File: config.mk
export PLATFORM = sky130hd
export DESIGN_NAME = pcg_clock_gating
export DESIGN_NICKNAME = d
export VERILOG_FILES = /design/src/rtl/pcg_pkg.sv /design/src/rtl/pcg_clock_gating.sv /design/src/rtl/pcg_divider.sv
export VERILOG_INCLUDE_DIRS = /design/src /design/src/rtl
export SDC_FILE = /design/constraint.sdc
export NUM_CORES = 1
export LEC_CHECK = 0
export BUFFER_PORTS_ARGS = -buffer_cell sky130_fd_sc_hd__clkbuf_2
export CORE_MARGIN = 2
export CORE_UTILIZATION = 45
export CTS_BUF_LIST = sky130_fd_sc_hd__clkbuf_8
export DETAILED_ROUTE_END_ITERATION = 7
export PLACE_DENSITY = 0.74
export SLEW_MARGIN = 20
export SYNTH_ARGS = -nofsm -noshare
export SYNTH_HDL_FRONTEND = slang
export SYNTH_SLANG_ARGS = --single-unit
File: constraint.sdc
create_clock -name i_clk -period 3.8 [get_ports i_clk]
set_input_delay 0.19 -clock i_clk [delete_from_list [all_inputs] [get_ports i_clk]]
set_output_delay 0.19 -clock i_clk [all_outputs]
set_load 0.005 [all_outputs]
File: src/rtl/pcg_regs.svh
// pcg_regs.svh
// register map, field positions, reset values and counts of the clock gating block
// assumes a 32-bit byte-addressed register port with one aligned word per register
`ifndef PCG_REGS_SVH
`define PCG_REGS_SVH

// ====================================================================
// register addresses
`define PCG_GATE_ADDR      32'h4004C314
`define PCG_DIV_ADDR       32'h4004C310
`define PCG_STAT_ADDR      32'h4004C3F0

// ====================================================================
// gate register fields
`define PCG_GATE_W         6
`define PCG_ALL_BIT        5
`define PCG_GPIO_BIT       4
`define PCG_I2C_BIT        3
`define PCG_TMR2_BIT       2
`define PCG_GATE_RESET     6'h1F

// ====================================================================
// divider register fields
`define PCG_DIVCNT_LSB     16
`define PCG_DIVCNT_MSB     23
`define PCG_DIVCNT_RESET   8'h10
`define PCG_RATIO_MIN      6'h01
`define PCG_RATIO_MAX      6'h20
`define PCG_RATIO_RESET    6'h10

// ====================================================================
// status register fields
`define PCG_ST_PERIPH_BIT  0
`define PCG_ST_GPIO_BIT    1
`define PCG_ST_I2C_BIT     2
`define PCG_ST_TMR2_BIT    3
`define PCG_ST_HIB_BIT     4
`define PCG_ST_RATIO_LSB   8
`define PCG_ST_RATIO_MSB   13
`define PCG_ST_COUNT_LSB   16
`define PCG_ST_COUNT_MSB   23

`endif

File: src/rtl/pcg_pkg.sv
// pcg_pkg.sv
// types shared by the clock gating block and its divider
// assumes pcg_regs.svh is on the include path
package pcg_pkg;
  `include "pcg_regs.svh"

  // ====================================================================
  // power modes seen by the gating logic
  typedef enum logic [1:0] {
    PCG_ACTIVE,
    PCG_LOW_POWER_RUN,
    PCG_HIBERNATE
  } pcg_mode_t;

  // ====================================================================
  // state of the divider
  typedef struct packed {
    logic [5:0] count;
    logic [5:0] ratio;
    logic       tick;
  } pcg_div_state_t;

  // ====================================================================
  // state of the gating block
  typedef struct packed {
    logic [5:0]  gate;
    logic [7:0]  div_count;
    logic [5:0]  ratio;
    logic        ratio_load;
    logic        periph_en;
    logic        gpio_en;
    logic        i2c_en;
    logic        tmr2_en;
    logic        gpio_tick;
    logic [31:0] rdata;
  } pcg_state_t;
endpackage

File: src/rtl/pcg_clock_gating.sv
// pcg_clock_gating.sv
// peripheral clock gating: gate register, auxiliary divider control, status
// assumes one-cycle access pulses from the peripheral bus decode and a mode input
//
// Operation
// - after reset the gate register reads 0x0000001F
// - global gate bit 5 set stops every peripheral clock
// - any peripheral access while global gate set clears it
// - reading gate register while global set clears it, bit reads 0
// - bit 4 gates the divided gpio clock, 1 blocks
// - hibernate holds divided clock off, gate works in run modes only
// - gpio gate bit never clears by itself
// - divider count written while gpio gate set is not applied
// - bit 3 gates i2c universal clock, 1 disables
// - hibernate keeps i2c clock off, bit writes ignored there
// - i2c register access clears i2c gate bit
// - bit 2 gates timer 2 clock, 1 disables
// - hibernate keeps timer 2 off; timer 2 access clears its bit
// - bits 31 to 6 of gate register read zero
// - divided rate is root over count; 0,1 give 1, above 32 give 32
`timescale 1ns/100ps

module pcg_clock_gating
  import pcg_pkg::*;
(
  // clock and reset
  input  wire logic        i_clk,
  input  wire logic        i_resetn,
  // register port
  input  wire logic [31:0] i_addr,
  input  wire logic [31:0] i_wdata,
  input  wire logic        i_wr,
  input  wire logic        i_rd,
  output logic [31:0]      o_rdata,
  // power mode
  input  pcg_mode_t        i_power_mode,
  // peripheral access pulses
  input  wire logic        i_periph_access,
  input  wire logic        i_i2c_access,
  input  wire logic        i_timer2_access,
  // clock enables
  output logic             o_periph_clk_en,
  output logic             o_gpio_clk_en,
  output logic             o_i2c_clk_en,
  output logic             o_timer2_clk_en
);

  // ====================================================================
  // functions

  // saturate the written count to the ratio the divider can run
  function automatic logic [5:0] div_ratio(input logic [7:0] count);
    logic [5:0] r;
    r = `PCG_RATIO_MIN;
    if (count > 8'h20)
    begin
      r = `PCG_RATIO_MAX;
    end
    else if (count > 8'h01)
    begin
      r = count[5:0];
    end
    return r;
  endfunction

  // one clock runs only when its gate, the global gate and hibernate allow
  function automatic logic clock_on(
    input logic own_gate,
    input logic all_gate,
    input logic hib
  );
    return !own_gate && !all_gate && !hib;
  endfunction

  // gate register as software sees it
  function automatic logic [31:0] gate_word(input logic [5:0] gate);
    logic [31:0] w;
    w      = 32'h0000_0000;
    w[4:0] = gate[4:0];
    // the global bit always reads 0: a read while it is set clears it
    w[`PCG_ALL_BIT] = 1'b0;
    return w;
  endfunction

  // divider register as software sees it, other fields read zero
  function automatic logic [31:0] div_word(input logic [7:0] count);
    logic [31:0] w;
    w = 32'h0000_0000;
    w[`PCG_DIVCNT_MSB:`PCG_DIVCNT_LSB] = count;
    return w;
  endfunction

  // ====================================================================
  // state

  pcg_state_t st;
  pcg_state_t next_st;

  logic       div_tick;
  logic       hib;
  logic       gate_hit;
  logic       div_hit;
  logic       stat_hit;
  logic       all_off;
  logic       wake;
  logic       bus_wr;
  logic [31:0] stat_word;

  // ====================================================================
  // divider for the gpio clock

  pcg_divider u_div
  (
    .i_clk    (i_clk),
    .i_resetn (i_resetn),
    .i_run    (st.gpio_en),
    .i_load   (st.ratio_load),
    .i_ratio  (st.ratio),
    .o_tick   (div_tick)
  );

  // ====================================================================
  // next state

  always_comb
  begin
    next_st            = st;
    next_st.ratio_load = 1'b0;
    next_st.rdata      = 32'h0000_0000;

    hib      = (i_power_mode == PCG_HIBERNATE);
    gate_hit = (i_addr == `PCG_GATE_ADDR);
    div_hit  = (i_addr == `PCG_DIV_ADDR);
    stat_hit = (i_addr == `PCG_STAT_ADDR);
    all_off  = st.gate[`PCG_ALL_BIT];

    // any access, ours or another peripheral's, ends the global gate
    wake = all_off && (i_periph_access || i_i2c_access || i_timer2_access
                       || i_wr || i_rd);

    // the write that wakes the clocks is itself dropped
    bus_wr = i_wr && !all_off;

    // ------------------------------------------------------------
    // status word
    stat_word = 32'h0000_0000;
    stat_word[`PCG_ST_PERIPH_BIT] = st.periph_en;
    stat_word[`PCG_ST_GPIO_BIT]   = st.gpio_en;
    stat_word[`PCG_ST_I2C_BIT]    = st.i2c_en;
    stat_word[`PCG_ST_TMR2_BIT]   = st.tmr2_en;
    stat_word[`PCG_ST_HIB_BIT]    = hib;
    stat_word[`PCG_ST_RATIO_MSB:`PCG_ST_RATIO_LSB] = st.ratio;
    stat_word[`PCG_ST_COUNT_MSB:`PCG_ST_COUNT_LSB] = st.div_count;

    // ------------------------------------------------------------
    // gate register write
    if (bus_wr && gate_hit)
    begin
      next_st.gate[`PCG_ALL_BIT]  = i_wdata[`PCG_ALL_BIT];
      next_st.gate[`PCG_GPIO_BIT] = i_wdata[`PCG_GPIO_BIT];
      next_st.gate[1:0]           = i_wdata[1:0];
      if (!hib)
      begin
        next_st.gate[`PCG_I2C_BIT]  = i_wdata[`PCG_I2C_BIT];
        next_st.gate[`PCG_TMR2_BIT] = i_wdata[`PCG_TMR2_BIT];
      end
    end

    // ------------------------------------------------------------
    // divider register write
    if (bus_wr && div_hit)
    begin
      next_st.div_count = i_wdata[`PCG_DIVCNT_MSB:`PCG_DIVCNT_LSB];
      // a count written behind a closed gate is kept but never applied
      if (!st.gate[`PCG_GPIO_BIT])
      begin
        next_st.ratio      = div_ratio(i_wdata[`PCG_DIVCNT_MSB:`PCG_DIVCNT_LSB]);
        next_st.ratio_load = 1'b1;
      end
    end

    // ------------------------------------------------------------
    // hardware clears; these win over a write in the same cycle
    // because the accessing peripheral needs its clock back
    if (i_i2c_access)
    begin
      next_st.gate[`PCG_I2C_BIT] = 1'b0;
    end
    if (i_timer2_access)
    begin
      next_st.gate[`PCG_TMR2_BIT] = 1'b0;
    end
    if (wake)
    begin
      next_st.gate[`PCG_ALL_BIT] = 1'b0;
    end

    // ------------------------------------------------------------
    // read data, valid in the cycle after the strobe only
    if (i_rd)
    begin
      if (gate_hit)
      begin
        next_st.rdata = gate_word(st.gate);
      end
      else if (div_hit)
      begin
        next_st.rdata = div_word(st.div_count);
      end
      else if (stat_hit)
      begin
        next_st.rdata = stat_word;
      end
      else
      begin
        next_st.rdata = 32'h0000_0000;
      end
    end

    // ------------------------------------------------------------
    // clock enables are registered from the next gates, so they change with the stored gates
    next_st.periph_en = !next_st.gate[`PCG_ALL_BIT] && !hib;
    next_st.gpio_en   = clock_on(next_st.gate[`PCG_GPIO_BIT],
                                 next_st.gate[`PCG_ALL_BIT], hib);
    next_st.i2c_en    = clock_on(next_st.gate[`PCG_I2C_BIT],
                                 next_st.gate[`PCG_ALL_BIT], hib);
    next_st.tmr2_en   = clock_on(next_st.gate[`PCG_TMR2_BIT],
                                 next_st.gate[`PCG_ALL_BIT], hib);

    // the divided rate is passed only while the gpio clock may run
    next_st.gpio_tick = div_tick && st.gpio_en && next_st.gpio_en;
  end

  // ====================================================================
  // registers

  always_ff @(posedge i_clk or negedge i_resetn)
  begin
    if (!i_resetn)
    begin
      st.gate       <= `PCG_GATE_RESET;
      st.div_count  <= `PCG_DIVCNT_RESET;
      st.ratio      <= `PCG_RATIO_RESET;
      st.ratio_load <= 1'b1;
      st.periph_en  <= 1'b1;
      st.gpio_en    <= 1'b0;
      st.i2c_en     <= 1'b0;
      st.tmr2_en    <= 1'b0;
      st.gpio_tick  <= 1'b0;
      st.rdata      <= 32'h0000_0000;
    end
    else
    begin
      st <= next_st;
    end
  end

  // ====================================================================
  // outputs

  assign o_rdata         = st.rdata;
  assign o_periph_clk_en = st.periph_en;
  assign o_gpio_clk_en   = st.gpio_tick;
  assign o_i2c_clk_en    = st.i2c_en;
  assign o_timer2_clk_en = st.tmr2_en;

endmodule

File: src/rtl/pcg_divider.sv
// pcg_divider.sv
// auxiliary divider: one-cycle tick every ratio cycles of the root clock
// assumes the ratio is already saturated to 1..32 by the caller
`timescale 1ns/100ps

module pcg_divider
  import pcg_pkg::*;
(
  // clock and reset
  input  wire logic       i_clk,
  input  wire logic       i_resetn,
  // control
  input  wire logic       i_run,
  input  wire logic       i_load,
  input  wire logic [5:0] i_ratio,
  // divided rate
  output logic            o_tick
);

  pcg_div_state_t st;
  pcg_div_state_t next_st;

  // ====================================================================
  // counter
  always_comb
  begin
    next_st      = st;
    next_st.tick = 1'b0;
    if (i_load)
    begin
      // restart so the new rate shows from the next period on
      next_st.ratio = i_ratio;
      next_st.count = 6'h00;
    end
    else if (i_run)
    begin
      if (st.count >= st.ratio - 6'h01)
      begin
        next_st.count = 6'h00;
        next_st.tick  = 1'b1;
      end
      else
      begin
        next_st.count = st.count + 6'h01;
      end
    end
    else
    begin
      next_st.count = 6'h00;
    end
  end

  always_ff @(posedge i_clk or negedge i_resetn)
  begin
    if (!i_resetn)
    begin
      st <= '{count: 6'h00, ratio: `PCG_RATIO_MAX >> 1, tick: 1'b0};
    end
    else
    begin
      st <= next_st;
    end
  end

  assign o_tick = st.tick;

endmodule

==> flow_summary_export.csv <==
group,metric,value,unit
outcome,outcome,"finished clean",
timing,skew,0.00709,ns
setup_path,startpoint_type,"flip-flop",
setup_path,r2r-start,"u_div.st[3]",
global_route,grt_pass1_wl,8850,microns
floorplan,initial_core_util,45.8,%
clocking,h-tree-depth,3,
routing,drt_iter0_drc,95,
timing,whs,0.0938,ns
floorplan,core,0.00624,sq mm
floorplan,die_x,83.7,microns
setup_path,r2r_end,"u_div.o_tick",
layout,syn2layout_area_growth,16.7,%
routing,drt_wl_total,5230,microns
layout,final_nets,391,
setup_path,crit_start,"u_div.st[3]",
clocking,clk_latency,0.33,ns
pwr,p_per_area,379,mW/mm^2
hold_path,hp-class,"in -> reg",
job,maxCapViolCount,0,
global_route,grt-ovfl-total,0,
global_route,grt_max_degree,50,
setup_path,rr_worst_depth,7,
layout,drive_above_1_share,40.6,%
floorplan,die_area,0.00701,sq mm
global_route,antenna_found_initial,0,
floorplan,pin_count,109,
clocking,cts_tree,"done",
logic_synthesis,synth_top_area_share,42.0,%
timing,setup_viol,0,
logic_synthesis,synth_area,0.00286,sq mm
logic_synthesis,synth-edff-count,0,
layout,fin_util,53.5,%
routing,wl_per_cell,13.3,microns
placed_design,place.gp.congestion,0.757,
setup_path,worstPathArrival,2.47,ns
timing,fmax,0.444,GHz
logic_synthesis,synth_flop_cell,"dfrtp_1",
logic_synthesis,synthTopCellsByArea,"dfrtp_1 42%, dfstp_2 9.2%, buf_4 8.4%",
clocking,cts.sinks,58,
logic_synthesis,avgSynthCellArea,11.9,sq um
routing,postRouteAntennaNets,0,
logic_synthesis,yosysMostFrequentCell,"dfrtp_1",
placed_design,dp_hpwl,3950,microns
routing,viasPerCell,4.98,
setup_path,crit_type,"reg -> reg",
timing,fin_crit,2.25,ns
routing,dr.pass1.iters,4,
logic_synthesis,synthTopCellsByCount,"48 x dfrtp_1, 32 x buf_4, 15 x and2_1, 15 x mux2_2",
routing,num_vias,1951,
timing,drv_slew,0,
timing,grt_setup_unrepaired,"no",
setup_path,crit_fanout,7,
pwr,p_leak,0.00169,uW
setup_path,required,4.01,ns
timing,worstMarginPinSlew,0.827,ns
clocking,clk_pin_slew,0.07,ns
timing,hold_viol,0,
logic_synthesis,syn_inst,241,
setup_path,cp-endpoint,"u_div.o_tick",
logic_synthesis,synth-seq-cells,58,
logic_synthesis,synthArstFlopShare,100,%
setup_path,crit_path_end_kind,"flip-flop",
timing,fin_crit_sh,59.3,%
layout,multi_input_area,0.00114,sq mm
logic_synthesis,ys_types,45,
clocking,postCtsSetupBuffers,0,
routing,drcViolationCount,0,
clocking,cts-root-buf,"clkbuf_8",
pwr,vdd_drop_max,0.000223,V
setup_path,ff2ff_setup_slack,1.55,ns
global_route,grt_pass1_vias,2004,
floorplan,die_h,83.7,microns
placed_design,portBuffers,77,
clocking,cts_buffers,9,
timing,tns,0,ns
layout,insertedDiodeCount,0,
layout,regArea,0.00146,sq mm
timing,max_slew_margin,44.5,%
layout,nFillCells,548,
clocking,cts_buffer_depth,2,
logic_synthesis,ys_seq_area_share,51.2,%
logic_synthesis,yosysWarnings,0,
floorplan,row_count,29,
global_route,grtUsageTotal,15.8,%
logic_synthesis,yosys.area.top_type,"dfrtp_1",
==> sequential cells by signal, summed over array words and instances, names as in the netlist <==
name / cells
o_periph_clk_en: 1
u_div.o_tick: 1
o_rdata: 19
all_off: 1
o_i2c_clk_en: 1
o_timer2_clk_en: 1
o_gpio_clk_en: 1
u_div.st: 12
st: 21
==> where the power goes <==
group          switching (uW)  total (uW)  internal, uW
Clock                     243         497           253
Combinational            57.4         113          55.6
Sequential               20.2         656           636
==> layer usage <==
layer	vias up	wire length, microns	global-route usage [%]
li1	943	-	-
met1	924	2160	18.5
met2	78	2700	27.7
met3	6	327	4.55
met4	0	47	5.72
met5	-	0	0
==> metrics by stage <==
| step | cell area, sq um | instances | total power, uW | setup WS, ns |
|---|---|---|---|---|
| floorplan | 2910 | 253 | 727 | 1.85 |
| global placement | 3130 | 373 | 774 | 1.28 |
| detailed placement | 3130 | 373 | 776 | 1.26 |
| CTS | 3340 | 392 | 1280 | 1.56 |
| global route | 3340 | 392 | 1330 | 1.37 |
| finish | 3340 | 392 | 1270 | 1.55 |
==> cells in the final DEF (no fill, tap or decap), drive strengths merged, types with 4 or more instances in the layout <==
cell type and instances:
a31o 4, nor2 6, xnor2 5, and2 15, a211oi 7, a22o 4, nand2 10, dfstp 10
o21ai 5, clkinv 4, conb 13, nand3 4, nor4 7, dfrtp 48, a21boi 4, inv 9
nand2b 4, nor3 6, ha 8, mux2 15, a21oi 4, clkbuf 87
==> final cells by class <==
cell class,instances,area share [%]
tap,77,2.89
sequential,58,43.9
clock buffer,10,4.12
timing repair buffer,81,12.7
inverter,9,1.01
clock inverter,6,1.27
multi-input combinational,151,34.2
==> cells by family (layout without fill, tap and decap cells) <==
group                      after synthesis  after routing  share of synthesized area, %
AOI/OAI and AO/OA                       33             33                          8.18
xor gates and xnor gates                 8              8                          2.45
adders and majority gates                8              8                          3.50
buffers and inverters                   44            106                          10.5
DFF                                     58             58                          51.2
muxes                                   18             18                          6.96
other                                    1             13                         0.131
and+or+nand+nor                         71             71                          17.1
==> worst max-delay path: stages (launching register included) <==
cell      delay [ns]
dfrtp_1         0.43
nor3_1          0.33
nor3b_1         0.29
xnor2_1         0.16
ha_1            0.26
a211oi_1        0.21
o21ai_1         0.23
and3b_1         0.24
==> repair_timing <==
| item | 4_1_cts | 5_1_grt |
|---|---|---|
| resized for setup | 0 | 0 |
| hold endpoints to repair | 11 | 0 |
| hold buffers | 3 | 0 |
==> worst min path at each step <==
stage                          start     endpoint  slack, ns  depth (start not counted)
after floorplan             i_resetn      all_off      -0.11                          0
after global placement      i_resetn  o_rdata[22]       0.06                          1
after detailed placement    i_resetn  o_rdata[23]       0.06                          1
after CTS                 i_wdata[5]      all_off       0.07                          3
after global routing      i_wdata[1]       st[53]       0.09                          2
final                     i_wdata[5]      all_off       0.09                          3
Power figures use the tool's default switching activity.
